===== config.mk =====
export PLATFORM = sky130hd
export DESIGN_NAME = adc_port_ctrl
export DESIGN_NICKNAME = d
export VERILOG_FILES = /design/src/verilog/adc_port_pkg.sv /design/src/verilog/adc_port_ctrl.sv
export SDC_FILE = /design/constraint.sdc
export NUM_CORES = 1
export LEC_CHECK = 0
export ABC_AREA = 1
export BUFFER_PORTS_ARGS = -buffer_cell sky130_fd_sc_hd__buf_4
export CAP_MARGIN = 20
export CORE_ASPECT_RATIO = 1.5
export CORE_MARGIN = 2
export CORE_UTILIZATION = 54
export CTS_CLUSTER_SIZE = 16
export DETAILED_ROUTE_END_ITERATION = 8
export PLACE_DENSITY = 0.76
export SLEW_MARGIN = 10
export SYNTH_ARGS = -nofsm -noshare
export SYNTH_HDL_FRONTEND = slang
export SYNTH_SLANG_ARGS = --single-unit

===== constraint.sdc =====
create_clock -name clk -period 1.57 [get_ports clk]
set_input_delay 0.314 -clock clk [delete_from_list [all_inputs] [get_ports clk]]
set_output_delay 0.314 -clock clk [all_outputs]
set_load 0.005 [all_outputs]

===== src/verilog/adc_port_pkg.sv =====
// constants and types for the converter parallel control port
package adc_port_pkg;

    // =====================================================
    // clock and timing
    localparam int CLK_PERIOD_PS   = 5000;
    localparam int CONV_TIME_NS    = 3600;
    localparam int ACQ_TIME_NS     = 1000;
    localparam int CONV_TICKS      = 13;
    localparam int EXT_ACQ_TICKS   = 3;
    // longest times: round down, no floor at one cycle
    localparam int INT_TICK_CYCLES = (CONV_TIME_NS * 1000) / (CONV_TICKS * CLK_PERIOD_PS);
    localparam int ACQ_INT_CYCLES  = (ACQ_TIME_NS * 1000) / CLK_PERIOD_PS;
    localparam int CNT_W           = 8;

    // =====================================================
    // control byte layout
    localparam int CTRL_W           = 8;
    localparam int POWER_MODE_HI    = 7;
    localparam int POWER_MODE_LO    = 6;
    localparam int ACQUIRE_SEL_BIT  = 5;
    localparam int SINGLE_ENDED_BIT = 4;
    localparam int UNIPOLAR_BIT     = 3;
    localparam int CHAN_SEL_MSB     = 2;
    localparam int CHAN_W           = 3;

    // power/clock codes of bits 7:6
    localparam logic [1:0] PWR_SHUTDOWN = 2'h0;
    localparam logic [1:0] PWR_STANDBY  = 2'h1;
    localparam logic [1:0] PWR_INT_CLK  = 2'h2;
    localparam logic [1:0] PWR_EXT_CLK  = 2'h3;

    // =====================================================
    // result
    localparam int RES_W  = 12;
    localparam int NIB_W  = 4;
    localparam logic [RES_W-1:0] SAR_FIRST_TRIAL = 12'h800;

    typedef enum logic [2:0] {
        ST_IDLE,
        ST_ACQ_INT,
        ST_ACQ_EXT,
        ST_CONV
    } conv_state_type;

endpackage : adc_port_pkg


===== src/verilog/adc_port_ctrl.sv =====
// control and readout logic of a 12-bit converter behind a byte-wide parallel port
//
// Contract
// - bits 7:6 written 10 select the internal conversion clock.
// - bits 7:6 written 11 select external clock mode, clock from pin.
// - a power-down request keeps the most recently selected clock mode.
// - after power-up the block starts in external clock mode.
// - internal clock mode completes a conversion in about 3.6 us.
// - chip select high ignores clock, write, read; data bus floats.
// - a write command captures the control byte from data lines 7..0.
// - byte decodes power/clock, acquire mode, single-ended, unipolar, channel.
// - unipolar results straight binary, bipolar results two's complement.
// - high-byte select low drives result bits 7..0 on lines 7..0.
// - high-byte select high drives bits 11..8 low; upper nibble zero or sign.
// - single-ended converts channel numbered by select code against common input.
// - pseudo-differential picks pair by bits 2:1; bit 0 picks positive side.
// - reset enters external clock mode with done output high.
// - power-down keeps the parallel interface alive but performs no conversions.
// - standby wakes on the next write strobe rising edge, ready to convert.
// - power code 00 shutdown, 01 standby, 10 internal, 11 external clock.
// - every conversion takes 13 conversion clock cycles.
// - internal acquisition lasts three external ticks or about 1 us.
// - done output falls on result ready, rises on read or write.
`timescale 1ns/1ps
`default_nettype none

module adc_port_ctrl
    import adc_port_pkg::*;
(
    // clock and reset
    input  wire  logic                              clk,
    input  wire  logic                              sys_rst,
    // host port pins
    input  wire  logic                              cs_n,
    input  wire  logic                              wr_n,
    input  wire  logic                              rd_n,
    input  wire  logic                              high_byte_sel,
    input  wire  logic                              conv_clk_pin,
    input  wire  logic [adc_port_pkg::CTRL_W-1:0]   data_in,
    output var   logic [adc_port_pkg::CTRL_W-1:0]   data_out,
    output var   logic                              data_oe,
    output var   logic                              done_n,
    // analog front end
    input  wire  logic                              cmp_in,
    output var   logic [adc_port_pkg::CHAN_W-1:0]   chan_pos,
    output var   logic [adc_port_pkg::CHAN_W-1:0]   chan_neg,
    output var   logic                              neg_is_common,
    output var   logic                              sample_hold,
    output var   logic [adc_port_pkg::RES_W-1:0]    sar_trial,
    output var   logic                              powered_up
);

    import adc_port_pkg::*;

    // =====================================================
    // state
    typedef struct packed {
        // pin synchronisers, stage 1 feeds stage 2 only
        logic                cs_s1;
        logic                cs_s2;
        logic                wr_s1;
        logic                wr_s2;
        logic                wr_d;
        logic                rd_s1;
        logic                rd_s2;
        logic                rd_d;
        logic                hb_s1;
        logic                hb_s2;
        logic                ck_s1;
        logic                ck_s2;
        logic                ck_d;
        logic                cmp_s1;
        logic                cmp_s2;
        logic [CTRL_W-1:0]   din_s1;
        logic [CTRL_W-1:0]   din_s2;
        // control byte fields
        logic [1:0]          power_mode;
        logic                acquire_select;
        logic                single_ended_sel;
        logic                unipolar_sel;
        logic [CHAN_W-1:0]   chan_sel;
        logic                clock_ext;
        logic                powered;
        // sequencer
        conv_state_type      state;
        logic [CNT_W-1:0]    div_cnt;
        logic [CNT_W-1:0]    step_cnt;
        logic [RES_W-1:0]    trial;
        logic [RES_W-1:0]    bit_mask;
        logic [RES_W-1:0]    result;
        logic                result_uni;
        // registered outputs
        logic                hold;
        logic                done_n;
        logic                data_oe;
        logic [CTRL_W-1:0]   data_out;
        logic [CHAN_W-1:0]   chan_pos;
        logic [CHAN_W-1:0]   chan_neg;
        logic                neg_common;
    } ctrl_state_type;

    ctrl_state_type s_r;
    ctrl_state_type s_nxt;

    localparam logic [CNT_W-1:0] TICK_LAST   = CNT_W'(INT_TICK_CYCLES - 1);
    localparam logic [CNT_W-1:0] ACQ_INT_LAST = CNT_W'(ACQ_INT_CYCLES - 1);
    localparam logic [CNT_W-1:0] ACQ_EXT_LAST = CNT_W'(EXT_ACQ_TICKS - 1);
    localparam logic [CNT_W-1:0] CONV_LAST    = CNT_W'(CONV_TICKS - 1);

    // =====================================================
    // read byte formatting
    function automatic logic [CTRL_W-1:0] read_byte(
        input logic [RES_W-1:0] res,
        input logic             hb,
        input logic             uni
    );
        logic [CTRL_W-1:0] b;
        b = res[CTRL_W-1:0];
        if (hb)
        begin
            b[NIB_W-1:0] = res[RES_W-1:CTRL_W];
            b[CTRL_W-1:NIB_W] = uni ? {NIB_W{1'b0}} : {NIB_W{res[RES_W-1]}};
        end
        return b;
    endfunction : read_byte

    // =====================================================
    // next state
    always_comb
    begin
        logic sel;
        logic wr_rise;
        logic rd_fall;
        logic tick;
        logic conv_done;
        logic [CTRL_W-1:0] cb;
        logic [RES_W-1:0] kept;
        sel       = 1'b0;
        wr_rise   = 1'b0;
        rd_fall   = 1'b0;
        tick      = 1'b0;
        conv_done = 1'b0;
        cb        = '0;
        kept      = '0;
        s_nxt     = s_r;

        s_nxt.cs_s1  = cs_n;
        s_nxt.cs_s2  = s_r.cs_s1;
        s_nxt.wr_s1  = wr_n;
        s_nxt.wr_s2  = s_r.wr_s1;
        s_nxt.wr_d   = s_r.wr_s2;
        s_nxt.rd_s1  = rd_n;
        s_nxt.rd_s2  = s_r.rd_s1;
        s_nxt.rd_d   = s_r.rd_s2;
        s_nxt.hb_s1  = high_byte_sel;
        s_nxt.hb_s2  = s_r.hb_s1;
        s_nxt.ck_s1  = conv_clk_pin;
        s_nxt.ck_s2  = s_r.ck_s1;
        s_nxt.ck_d   = s_r.ck_s2;
        s_nxt.cmp_s1 = cmp_in;
        s_nxt.cmp_s2 = s_r.cmp_s1;
        s_nxt.din_s1 = data_in;
        s_nxt.din_s2 = s_r.din_s1;

        // deselected: clock, write and read all ignored
        sel     = ~s_r.cs_s2;
        wr_rise = sel & s_r.wr_s2 & ~s_r.wr_d;
        rd_fall = sel & ~s_r.rd_s2 & s_r.rd_d;
        cb      = s_r.din_s2;

        // conversion clock tick
        if (s_r.clock_ext)
        begin
            tick = sel & s_r.ck_s2 & ~s_r.ck_d;
            s_nxt.div_cnt = '0;
        end
        else if (s_r.state == ST_IDLE)
        begin
            s_nxt.div_cnt = '0;
        end
        else if (s_r.div_cnt == TICK_LAST)
        begin
            tick = 1'b1;
            s_nxt.div_cnt = '0;
        end
        else
        begin
            s_nxt.div_cnt = s_r.div_cnt + 1'b1;
        end

        // sequencer
        unique case (s_r.state)
            ST_IDLE:
            begin
                s_nxt.hold = 1'b0;
            end
            ST_ACQ_INT:
            begin
                // timed on the system clock when internal, ticks when external
                if (s_r.clock_ext ? tick : 1'b1)
                begin
                    s_nxt.step_cnt = s_r.step_cnt + 1'b1;
                    if (s_r.step_cnt == (s_r.clock_ext ? ACQ_EXT_LAST : ACQ_INT_LAST))
                    begin
                        s_nxt.state    = ST_CONV;
                        s_nxt.step_cnt = '0;
                        s_nxt.hold     = 1'b1;
                        s_nxt.trial    = SAR_FIRST_TRIAL;
                        s_nxt.bit_mask = SAR_FIRST_TRIAL;
                        s_nxt.div_cnt  = '0;
                    end
                end
            end
            ST_ACQ_EXT:
            begin
                // open-ended; the next write with bit 5 clear closes it
                s_nxt.hold = 1'b0;
            end
            ST_CONV:
            begin
                if (tick)
                begin
                    s_nxt.step_cnt = s_r.step_cnt + 1'b1;
                    // tick 0 settles the first trial, ticks 1..12 decide bits
                    if (s_r.step_cnt != '0)
                    begin
                        kept = s_r.cmp_s2 ? s_r.trial : (s_r.trial & ~s_r.bit_mask);
                        s_nxt.bit_mask = s_r.bit_mask >> 1;
                        s_nxt.trial    = kept | (s_r.bit_mask >> 1);
                    end
                    if (s_r.step_cnt == CONV_LAST)
                    begin
                        conv_done      = 1'b1;
                        s_nxt.state    = ST_IDLE;
                        s_nxt.hold     = 1'b0;
                        s_nxt.step_cnt = '0;
                        // front end sees offset binary; bipolar flips the msb
                        s_nxt.result   = s_r.unipolar_sel ? kept :
                                         {~kept[RES_W-1], kept[RES_W-2:0]};
                        s_nxt.result_uni = s_r.unipolar_sel;
                        // a power-down byte takes effect once its conversion ends
                        s_nxt.powered  = s_r.power_mode[1];
                    end
                end
            end
        endcase

        // control byte write
        if (wr_rise)
        begin
            s_nxt.power_mode       = cb[POWER_MODE_HI:POWER_MODE_LO];
            s_nxt.acquire_select   = cb[ACQUIRE_SEL_BIT];
            s_nxt.single_ended_sel = cb[SINGLE_ENDED_BIT];
            s_nxt.unipolar_sel     = cb[UNIPOLAR_BIT];
            s_nxt.chan_sel         = cb[CHAN_SEL_MSB:0];
            unique case (cb[POWER_MODE_HI:POWER_MODE_LO])
                PWR_INT_CLK: s_nxt.clock_ext = 1'b0;
                PWR_EXT_CLK: s_nxt.clock_ext = 1'b1;
                PWR_SHUTDOWN,
                PWR_STANDBY: s_nxt.clock_ext = s_r.clock_ext;
            endcase
            s_nxt.powered  = 1'b1;
            s_nxt.step_cnt = '0;
            s_nxt.div_cnt  = '0;
            if (s_r.state == ST_ACQ_EXT && !cb[ACQUIRE_SEL_BIT])
            begin
                s_nxt.state    = ST_CONV;
                s_nxt.hold     = 1'b1;
                s_nxt.trial    = SAR_FIRST_TRIAL;
                s_nxt.bit_mask = SAR_FIRST_TRIAL;
            end
            else
            begin
                // a write mid-conversion aborts it and re-acquires
                s_nxt.state = cb[ACQUIRE_SEL_BIT] ? ST_ACQ_EXT : ST_ACQ_INT;
                s_nxt.hold  = 1'b0;
            end
        end
        else if (!s_r.powered)
        begin
            s_nxt.state = ST_IDLE;
        end

        // done flag: completion wins over a same-cycle read or write
        if (conv_done)
        begin
            s_nxt.done_n = 1'b0;
        end
        else if (rd_fall || wr_rise)
        begin
            s_nxt.done_n = 1'b1;
        end

        // data bus
        s_nxt.data_oe  = sel & ~s_r.rd_s2;
        s_nxt.data_out = read_byte(s_r.result, s_r.hb_s2, s_r.result_uni);

        // input multiplexer
        s_nxt.chan_pos = s_r.chan_sel;
        if (s_r.single_ended_sel)
        begin
            s_nxt.chan_neg   = s_r.chan_sel;
            s_nxt.neg_common = 1'b1;
        end
        else
        begin
            s_nxt.chan_neg   = {s_r.chan_sel[CHAN_SEL_MSB:1], ~s_r.chan_sel[0]};
            s_nxt.neg_common = 1'b0;
        end
    end

    // =====================================================
    // registers
    always_ff @(posedge clk)
    begin
        if (sys_rst)
        begin
            s_r                  <= '0;
            s_r.cs_s1            <= 1'b1;
            s_r.cs_s2            <= 1'b1;
            s_r.wr_s1            <= 1'b1;
            s_r.wr_s2            <= 1'b1;
            s_r.wr_d             <= 1'b1;
            s_r.rd_s1            <= 1'b1;
            s_r.rd_s2            <= 1'b1;
            s_r.rd_d             <= 1'b1;
            s_r.power_mode       <= PWR_EXT_CLK;
            s_r.clock_ext        <= 1'b1;
            s_r.powered          <= 1'b1;
            s_r.single_ended_sel <= 1'b1;
            s_r.unipolar_sel     <= 1'b1;
            s_r.result_uni       <= 1'b1;
            s_r.neg_common       <= 1'b1;
            s_r.state            <= ST_IDLE;
            s_r.done_n           <= 1'b1;
        end
        else
        begin
            s_r <= s_nxt;
        end
    end

    // =====================================================
    // outputs
    assign data_out      = s_r.data_out;
    assign data_oe       = s_r.data_oe;
    assign done_n        = s_r.done_n;
    assign chan_pos      = s_r.chan_pos;
    assign chan_neg      = s_r.chan_neg;
    assign neg_is_common = s_r.neg_common;
    assign sample_hold   = s_r.hold;
    assign sar_trial     = s_r.trial;
    assign powered_up    = s_r.powered;

endmodule : adc_port_ctrl

`default_nettype wire


# After elaboration in Yosys (flattened, before gate mapping)
# Index checks and enable logic that the tools add are counted.
# word_totals
reg_bits,114
latch_bits,0
mem_bits_rw,0
mem_bits_ro,0
inputBits,16
output_inout_bits,31
memories,0
# classes
addsub,2
multipliers,0
div,0
magnitude_cmp,0
eq_ne,20
shift,0
n_mux,44
bitwise_logic,16
n_reduce_logical,16
# op_table
cell,n
2-to-1 mux 43 bit,2
2-to-1 mux 24 bit,3
case mux 32 bit (2 select lines),1
2-to-1 mux 12 bit,5
2-to-1 mux 8 bit,7
2-to-1 mux 46 bit,1
"adder 8 x 1 -> 8 bit, second input constant",2
"!= test 4 bit, second input constant",4
2-to-1 mux 14 bit,1
2-to-1 mux 1 bit,13
bitwise AND 12 bit,1
2-to-1 mux 3 bit,4
"!= test 3 bit, second input constant",4
NOT 12 bit,1
OR 12 x 11 -> 12 bit,1
"== test 8 x 4 -> 1 bit, second input constant",1
"== test 8 x 6 -> 1 bit, second input constant",1
== test 8 bit,1
nonzero test 8 bit,1
NOT 1 bit,7
bitwise AND 1 bit,6
"== test 3 x 2 -> 1 bit, second input constant",2
2-to-1 mux 2 bit,3
case mux 3 bit (2 select lines),1
19 further kinds,25

# Depth between registers and ports, before layout
# Gate-level depths: netlist (run 1).
# logic_depth
word_depth,13
ltp_mapped,13
mapped_depth_nobuf,12

# Worst setup path after synthesis (run 1)
# OpenSTA, ideal clock, no wires.
# synth_timing
path_type,reg2reg
start,reg s_r[55] (netlist bit)
end,reg s_r[33] (netlist bit)
setup_time_ns,0.116
arrival_ns,1.440
t_required_ns,1.454
slack_ns,0.014
stages_incl_launch_ff,10
path_cell_list,dfxtp_1 -> inv_1 -> ha_1 -> nand4_1 -> clkinv_1 -> nor2_4 -> buf_4 -> nand2_1 -> nand2_1 -> a21oi_1
# synth_between
elab_chain_len,6
word_cells_on_any_way,9
cone_classes,eq/ne (1); mux (7); reduce/logical (1)
# synth_rtl
item,line,rtl
from (decl),adc_port_ctrl.sv:102,ctrl_state_type s_r;
from (signal assigned),adc_port_ctrl.sv:339,s_r <= s_nxt;
== test 8 bit or nonzero test 8 bit (tied branches),"adc_port_ctrl.sv:203, adc_port_ctrl.sv:225",
2-to-1 mux 43 bit or 2-to-1 mux 24 bit (tied branches),"adc_port_ctrl.sv:203, adc_port_ctrl.sv:225",
2-to-1 mux 43 bit or 2-to-1 mux 46 bit (tied branches),"adc_port_ctrl.sv:200, adc_port_ctrl.sv:221",
case mux 32 bit (2 select lines) *,adc_port_ctrl.sv:192,unique case (s_r.state)
2-to-1 mux 24 bit,adc_port_ctrl.sv:265,if (s_r.state == ST_ACQ_EXT && !cb[ACQUIRE_SEL_BIT])
2-to-1 mux 24 bit *,adc_port_ctrl.sv:249,if (wr_rise)
# Mark *: on every way between the ends. The rest lies on a longest branch, timed or not. The select of a mux whose other input is x is not followed.
# A chain may end at the register's enable or synchronous reset.

# Worst setup path after layout (run 1)
# layout_timing
start,reg s_r[63] (netlist bit)
end,reg s_r[34] (netlist bit)
# layout_between
elab_chain_len,9
word_cells_on_any_way,10
cone_classes,eq/ne (1); mux (9)
# layout_rtl
item,line,rtl
== test 8 x 6 -> 1 bit *,adc_port_ctrl.sv:181,else if (s_r.div_cnt == TICK_LAST)
2-to-1 mux 1 bit *,adc_port_ctrl.sv:181,
2-to-1 mux 1 bit *,adc_port_ctrl.sv:177,else if (s_r.state == ST_IDLE)
2-to-1 mux 1 bit *,adc_port_ctrl.sv:172,if (s_r.clock_ext)
2-to-1 mux 1 bit,adc_port_ctrl.sv:200,if (s_r.clock_ext ? tick : 1'b1)
2-to-1 mux 43 bit,adc_port_ctrl.sv:200,
case mux 32 bit (2 select lines) *,adc_port_ctrl.sv:192,
2-to-1 mux 24 bit,adc_port_ctrl.sv:265,
2-to-1 mux 24 bit *,adc_port_ctrl.sv:249,
# Marks and branches as above.

==> results of run 1 <==
-- critical path, cell delays in order (launching register included) --
cell and delay (ns):
dfxtp_2 0.33, inv_2 0.06, ha_4 0.12, nand2_2 0.06
nor2_4 0.11, nand3_2 0.12, nand2_4 0.16, nand2_8 0.11
nor2_4 0.12, buf_12 0.16, o21ai_1 0.08, a21oi_1 0.17
-- cell type report --
type	count	area (sq um)	area share
inverter	99	384	0.0579
timing repair buffer	98	903	0.136
sequential	110	2210	0.333
multi-input combinational	492	2730	0.411
clock inverter	3	21.3	0.00321
clock buffer	11	243	0.0366
tap	115	144	0.0217
-- repair_timing --
action	CTS	global route
buffers inserted	0	5
hold endpoints to repair	0	0
gates cloned	0	6
pin swaps	0	29
gates resized for setup	1	121
endpoints found under the setup margin	29	48
-- through the flow --
step / utilization / setup TNS [ns]
after global placement: 0.600 / 0
final: 0.693 / -2.03
after CTS: 0.628 / -0.587
after global routing: 0.693 / -5.02
after detailed placement: 0.600 / -0.226
after floorplan: - / 0
-- layout by cell type, fill, tap and decap left out, types with 7 or more instances in the layout --
master	netlist	final
nand3_1	79	60
a21oi_1	52	34
nand3_2	2	19
nand2_2	1	17
nor2_1	95	89
nand4_1	13	13
buf_4	30	84
inv_1	92	90
dfxtp_2	0	8
o21ai_1	18	17
a21oi_2	0	18
dfxtp_1	110	102
clkbuf_16	0	14
inv_2	6	7
o21ai_0	25	25
nand2_1	170	139
nand2_4	2	16
-- report_power, final --
part	total, W	switching [W]	leakage (nW)	internal (W)
clock	0.00214	0.00103	0.128	0.00111
sequential	0.00284	0.0000163	0.896	0.00283
combinational	0.000162	0.0000955	2.07	0.0000666
total	0.00515	0.00115	3.09	0.00400
-- path summary, 6_finish.rpt --
kind,to,cells past startpoint,slack (ns)
worst min register to register,s_nxt[102],2,0.40
worst min-delay path,s_nxt[113],2,0.14
worst max register to register,s_r[34],11,-0.1
worst max-delay path,s_r[34],11,-0.1
-- flip-flops by register name, indices dropped and copies added (netlist names) --
name / count
s_r: 61
s_nxt: 20
sar_trial: 12
data_out: 8
chan_pos: 3
chan_neg: 1
data_oe: 1
done_n: 1
neg_is_common: 1
powered_up: 1
sample_hold: 1
-- routing by layer --
layer  vias up  track usage
met3        57       0.0404
met5         -            0
met2       237        0.411
met1      2369        0.285
met4         0       0.0878
li1       2462            -
-- cell families after synthesis --
family	Yosys count	synth area share
buf+inv	158	0.140
flops	110	0.419
xor+xnor	8	0.0133
fa+ha+maj	4	0.00953
compound gates	99	0.0965
simple gates	380	0.322
==> impl_metrics.yaml, run 1 <==
timing:
  period_minus_slack_ns: 1.67
  finClkSkew_ns: 0.0104
  timing.hold.ws_ns: 0.143
  slew_violations: 0
  slew_headroom: 0.630
  rsz0062_at_grt: "true"
  finalHoldViolCount: 0
  fin_ws_ns: -0.0968
  tightestPinTransition_ns: 0.555
  timing.fmax_ghz: 0.600
  setup_viol_count_final: 43
  period_share: 1.06
clock_network:
  clk_path_buf_depth: 2
  cts_buffers: 9
  clk_latency_ns: 0.36
  cts_tree: "done"
  cts.clk_slew.worst_paths_ns: 0.08
  clock_sinks: 110
  htreeDepth: 3
  cts_hold_buf: 0
  clockRootBuffer: "clkbuf_16"
logic_synthesis:
  synthesis.area_sq_um: 5250
  ys_seq_area_frac: 0.419
  yosys.cell_types.count: 33
  synth_seq_cells: 110
  avgSynthCellArea_sq_um: 6.92
  yosysMostFrequentCell: "nand2_1"
  synthTopCellsByArea: "dfxtp_1, nand2_1, nand3_1"
  synthCells: 759
  synth_common_cells: "nand2_1, dfxtp_1, nor2_1, inv_1, nand3_1"
  yosysWarningCount: 0
  synth_top_area_share: 0.419
  synth_nets: 779
  synth_area_leader_cell: "dfxtp_1"
  async_reset_ff_frac: 0
  ys.flop_type: "dfxtp_1"
  synth_edf_count: 0
routing:
  viasPerCell: 5.52
  highest-signal-layer: "met4"
  drtPass1Iterations: 6
  drt_iter0_drc: 574
  met3_length_microns: 921
  drtAntennaViolNets: 0
  wirelength_microns: 13800
  drc: 0
  wl_met2_microns: 7130
  vias: 5125
  routedLengthMet1_microns: 5290
  routedWlPerCell_microns: 14.8
grt:
  grt_max_degree: 52
  track_usage: 0.235
  overflow: 0
  grt_first_pass_wirelength_microns: 20700
  antenna_found_initial: 0
  grt_pass1_vias: 4746
critical_path:
  crit_path_max_fanout: 22
  worstSetupStartpointType: "flop"
  reg2reg_from: "s_r[63]"
  crit_type: "reg -> reg"
  cp-startpoint: "s_r[63]"
  end_kind: "flop"
  worstPathRequired_ns: 1.86
  crit_arrival_ns: 1.95
run_status:
  outcome: "finished, violations left"
  failed_checks: "negative setup slack"
die:
  initial_core_util: 0.548
  core_area_sq_um: 9580
  die_h_microns: 125
  dieArea_sq_um: 10500
  dieWidth_microns: 84.5
  row_count: 44
  pin_count: 47
hold_path:
  hold_path.class: "in -> reg"
  min_from: "cs_n"
pwr:
  p_leak_nw: 3.09
  p_total_w: 0.00515
  ir_drop_mv: 0.835
  p_per_area_nw_per_um2: 776
place:
  place_area_sq_um: 5740
  hpwlAfterDp_microns: 8380
  place_ws_ns: -0.0308
  gp_congestion: 0.896
  io_buffers: 46
  place_inst: 903
final_layout:
  drive_gt1_frac: 0.277
  nets: 830
  fin_cells: 928
  finalInstanceArea_sq_um: 6630
  diodes: 0
  syn2layout_area_growth_pct: 26.3
  fillerInstances: 772
run:
  maxCapViolCount: 0
(Power assumes the default switching activity.)
==> run 2: changes to the inputs <==
--- a/config.mk
+++ b/config.mk
@@ -9,7 +9,6 @@
 export BUFFER_PORTS_ARGS = -buffer_cell sky130_fd_sc_hd__buf_4
 export CAP_MARGIN = 20
 export CORE_ASPECT_RATIO = 1.5
-export CORE_MARGIN = 2
 export CORE_UTILIZATION = 54
 export CTS_CLUSTER_SIZE = 16
 export DETAILED_ROUTE_END_ITERATION = 8
==> impl_metrics.yaml, run 2 (synthesis gave the netlist of run 1 again) <==
critical_path:
  reg2reg_from: "s_r[63]"
  crit_arrival_ns: 1.95
  r2r_slack_ns: -0.13
  slowest_stage: "dfxtp_2"
  crit_path_max_incr_delay_ns: 0.33
  crit_path_max_fanout: 6
  end_kind: "flop"
  worstSetupStartpointType: "flop"
  worstPathRequired_ns: 1.82
  cp-startpoint: "s_r[63]"
  rr_worst_depth: 12
  crit_type: "reg -> reg"
  crit_chain: "inv_2 -> ha_4 -> nand2_4 -> nor2_4 -> nand3_2 -> nand2_4 -> nand2_8 -> nor2_4 -> clkbuf_16 -> nand2_1 -> nand2_1 -> a21oi_2"
  worst_r2r_endpoint: "s_r[34]"
clock_network:
  cts.clk_slew.worst_paths_ns: 0.08
  htreeDepth: 3
  clock_sinks: 110
  cts_buffers: 9
  cts_hold_buf: 0
  clk_latency_ns: 0.35
  cts_tree: "done"
  clk_path_buf_depth: 2
  clockRootBuffer: "clkbuf_16"
timing:
  finalHoldViolCount: 0
  fin_ws_ns: -0.135
  period_share: 1.09
  tightestPinTransition_ns: 0.499
  slew_violations: 0
  period_minus_slack_ns: 1.70
  finClkSkew_ns: 0.0105
  setup_viol_count_final: 41
  fin_tns_setup_ns: -1.67
  timing.fmax_ghz: 0.587
  slew_headroom: 0.667
  rsz0062_at_grt: "true"
run_status:
  failed_checks: "negative setup slack"
  outcome: "finished, violations left"
final_layout:
  largest_reg_flops: 61
  final_cell_mix: "nand2_1, dfxtp_1, buf_4"
  top_register: "s_r"
  fin_util: 0.720
  nets: 845
  fillerInstances: 722
  diodes: 0
  mostFrequentLayoutCell: "nand2_1"
  drive_gt1_frac: 0.265
  syn2layout_area_growth_pct: 28.4
pwr:
  p_leak_nw: 3.04
  internal_power_w: 0.00419
  ir_drop_mv: 0.727
  share_comb_of_total_power: 0.030
  power_frac_seq: 0.529
  clock_power_share: 0.441
  p_per_area_nw_per_um2: 796
  netSwitchingFraction: 0.220
  switchingPower_w: 0.00118
  p_total_w: 0.00537
grt:
  grt_pass1_vias: 4544
  antenna_found_initial: 0
  grt_first_pass_wirelength_microns: 20200
  track_usage: 0.261
  grt_max_degree: 52
  overflow: 0
die:
  core_area_sq_um: 9360
  row_count: 43
  initial_core_util: 0.561
  dieWidth_microns: 82.5
  dieArea_sq_um: 10100
  die_h_microns: 123
  pin_count: 47
routing:
  drt_iter0_drc: 379
  drtAntennaViolNets: 0
  viasPerCell: 5.53
  wirelength_microns: 14100
  routedWlPerCell_microns: 14.9
  drtPass1Iterations: 5
  vias: 5206
  drc: 0
place:
  place_ws_ns: -0.0553
  io_buffers: 46
  hpwlAfterDp_microns: 8480
  gp_congestion: 0.830
hold_path:
  hold_path_depth: 2
  hold_path.class: "in -> reg"
  min_to: "s_nxt[108]"
  min_from: "rd_n"
run:
  maxCapViolCount: 0
[run 2: worst max path at each step]
| stage | endpoint |
|---|---|
| finish | s_r[34] |
| global route | s_r[34] |
| detailed placement | s_r[60] |
| floorplan | s_r[33] |
| global placement | s_r[60] |
| CTS | s_r[35] |
[run 2: layer usage]
layer	vias up	GRT usage	wire length (microns)
li1	2500	-	-
met4	0	0.112	632
met1	2392	0.307	5360
met3	68	0.0461	856
met5	-	0	0
met2	246	0.455	7210
[run 2: final cells by class]
| class | count | area, sq um | area share |
|---|---|---|---|
| Sequential cell | 110 | 2220 | 0.329 |
| Clock inverter | 5 | 66.3 | 0.00983 |
| Timing Repair Buffer | 114 | 1070 | 0.159 |
| Multi-Input combinational cell | 491 | 2620 | 0.388 |
| Tap cell | 112 | 140 | 0.0208 |
| Clock buffer | 11 | 243 | 0.0360 |
| Inverter | 99 | 387 | 0.0573 |
[run 2: worst max-delay path, delay by kind of cell (launching register included)]
kind,cells,cell delay [ns]
and+or+nand+nor,8,0.82
AOI/OAI and AO/OA,1,0.06
adders and majority gates,1,0.12
DFF,1,0.33
buffers and inverters,2,0.26
[run 2: through the flow]
step	instances	hold slack [ns]	area, sq um
after CTS	920	0.146	6130
after global placement	901	0.390	5750
after floorplan	759	0.388	5250
after global routing	942	0.152	6740
after detailed placement	901	0.394	5750
final	942	0.149	6740
[run 2: power by group through the flow]
| stage | clock network (W) | registers (W) | logic, W |
|---|---|---|---|
| final | 0.00237 | 0.00284 | 0.000162 |
| after global routing | 0.00248 | 0.00284 | 0.000179 |
| after CTS | 0.00238 | 0.00284 | 0.000150 |
| after detailed placement | 0 | 0.00291 | 0.000146 |
| after global placement | 0 | 0.00291 | 0.000142 |
| after floorplan | 0 | 0.00290 | 0.0000889 |
[run 2: repair_timing]
item                       in CTS  in global routing
gates resized for setup        12                 84
pin swaps                       2                 34
cloned                          1                  8
setup endpoints to repair      43                 58
buffers inserted                2                 14
==> run 3: changes to the inputs <==
--- a/config.mk
+++ b/config.mk
@@ -9,10 +9,10 @@
 export BUFFER_PORTS_ARGS = -buffer_cell sky130_fd_sc_hd__buf_4
 export CAP_MARGIN = 20
 export CORE_ASPECT_RATIO = 1.5
-export CORE_UTILIZATION = 54
+export CORE_UTILIZATION = 59
 export CTS_CLUSTER_SIZE = 16
 export DETAILED_ROUTE_END_ITERATION = 8
-export PLACE_DENSITY = 0.76
+export PLACE_DENSITY = 0.79
 export SLEW_MARGIN = 10
 export SYNTH_ARGS = -nofsm -noshare
 export SYNTH_HDL_FRONTEND = slang
==> constraint.sdc (replaced) <==
create_clock -name clk -period 1.6 [get_ports clk]
set_input_delay 0.32 -clock clk [delete_from_list [all_inputs] [get_ports clk]]
set_output_delay 0.32 -clock clk [all_outputs]
set_load 0.005 [all_outputs]
==> impl_metrics.yaml, run 3 (synthesis gave the netlist of run 1 again) <==
final_layout:
  largest_reg_flops: 61
  mostFrequentLayoutCell: "nand2_1"
  fillerInstances: 568
  nets: 834
  drive_gt1_frac: 0.278
  fin_cells: 926
  syn2layout_area_growth_pct: 27.6
  final_cell_mix: "nand2_1, dfxtp_1, inv_1, nor2_1, buf_4"
  top_register: "s_r"
  diodes: 0
routing:
  viasPerCell: 5.75
  drtAntennaViolNets: 0
  drtPass1Iterations: 5
  drt_iter0_drc: 612
  wirelength_microns: 15000
  routedWlPerCell_microns: 16.2
  drc: 0
  vias: 5322
grt:
  grt_pass1_vias: 4653
  antenna_found_initial: 0
  grt_first_pass_wirelength_microns: 21000
  track_usage: 0.285
  grt_max_degree: 52
  overflow: 0
timing:
  fin_ws_ns: -0.183
  finClkSkew_ns: 0.0115
  period_minus_slack_ns: 1.78
  slew_violations: 0
  finalHoldViolCount: 0
  period_share: 1.11
  setup_viol_count_final: 44
  slew_headroom: 0.637
  rsz0062_at_grt: "true"
  timing.fmax_ghz: 0.561
  timing.hold.ws_ns: 0.151
  tightestPinTransition_ns: 0.544
  fin_tns_setup_ns: -2.89
hold_path:
  hold_path.class: "in -> reg"
die:
  dieArea_sq_um: 9290
  die_h_microns: 118
  core_area_sq_um: 8520
  initial_core_util: 0.617
  pin_count: 47
  dieWidth_microns: 79.0
  row_count: 41
pwr:
  power_frac_seq: 0.511
  switchingPower_w: 0.00122
  netSwitchingFraction: 0.223
  share_comb_of_total_power: 0.030
  p_total_w: 0.00547
  internal_power_w: 0.00425
  p_leak_nw: 3.13
  clock_power_share: 0.459
  p_per_area_nw_per_um2: 816
  ir_drop_mv: 0.743
place:
  place_inst: 892
  place_ws_ns: -0.0820
  gp_congestion: 0.906
  io_buffers: 46
  hpwlAfterDp_microns: 8530
clock_network:
  cts_tree: "done"
  cts_buffers: 9
  clock_sinks: 110
  cts.clk_slew.worst_paths_ns: 0.08
  clk_path_buf_depth: 2
  clockRootBuffer: "clkbuf_16"
  htreeDepth: 3
  clk_latency_ns: 0.36
critical_path:
  end_kind: "flop"
  crit_arrival_ns: 2.05
  worstPathRequired_ns: 1.87
  worstSetupStartpointType: "flop"
  crit_type: "reg -> reg"
  crit_path_max_fanout: 10
run:
  maxCapViolCount: 0
run_status:
  outcome: "finished, violations left"
  failed_checks: "negative setup slack"
[run 3: cell count changes in the layout (fill, tap and decap cells not counted), sizes merged]
cell	change
inv	+1
clkinvlp	-1
bufinv	+1
clkbuf	-2
buf	-11
clkinv	+1
[run 3: layout make-up]
type | count | area (sq um) | share of cell area
multi-input combinational | 491 | 2670 | 0.399
sequential | 110 | 2210 | 0.330
timing repair buffer | 103 | 960 | 0.143
inverter | 99 | 384 | 0.0573
clock buffer | 9 | 225 | 0.0336
tap | 107 | 134 | 0.0200
clock inverter | 7 | 111 | 0.0166
[run 3: stage by stage]
stage / cell area, sq um / utilization
after detailed placement: 5700 / 0.669
after global placement: 5700 / 0.669
after floorplan: 5250 / -
after global routing: 6700 / 0.787
after CTS: 6080 / 0.714
final: 6700 / 0.787
[run 3: worst paths after layout]
path | slack [ns] | depth (start not counted) | from | endpoint
hold / removal | 0.15 | 2 | cs_n | s_nxt[113]
setup reg to reg | -0.18 | 12 | s_r[63] | sar_trial[7]
hold reg to reg | 0.40 | 2 | s_nxt[105] | s_r[105]
setup / recovery | -0.18 | 12 | s_r[63] | sar_trial[7]
[run 3: layer usage]
| metal | GRT usage | routed length, microns | vias to the layer above | part of all wire |
|---|---|---|---|---|
| met5 | 0 | 0 | - | 0 |
| met4 | 0.116 | 606 | 0 | 0.040 |
| met3 | 0.0426 | 921 | 59 | 0.061 |
| met2 | 0.502 | 7800 | 264 | 0.52 |
| met1 | 0.338 | 5660 | 2522 | 0.38 |
| li1 | - | - | 2477 | - |
[run 3: worst max-delay path: stages, from the launching register on]
cell and delay (ns):
dfxtp_2 0.33, inv_2 0.06, ha_4 0.13, nand2_4 0.05, nor2_4 0.12, nand3_2 0.10, nand2_4 0.12, nand2_8 0.07
buf_4 0.15, buf_8 0.14, nand2_1 0.08, nand3_1 0.12, a21oi_1 0.22
[run 3: repair_timing]
| action | in CTS | in global routing |
|---|---|---|
| gates cloned | 0 | 7 |
| hold buffers | 0 | 0 |
| resized for setup | 7 | 107 |
| endpoints found under the setup margin | 37 | 49 |
| setup buffers | 1 | 10 |
| pin swaps | 3 | 33 |
[run 3: power groups by stage]
stage               clock network [W]  registers, W   logic, W
finish                        0.00251       0.00279   0.000164
detailed placement                  0       0.00285   0.000144
global placement                    0       0.00285   0.000140
global route                  0.00264       0.00279   0.000178
CTS                           0.00252       0.00279   0.000146
floorplan                           0       0.00285  0.0000873
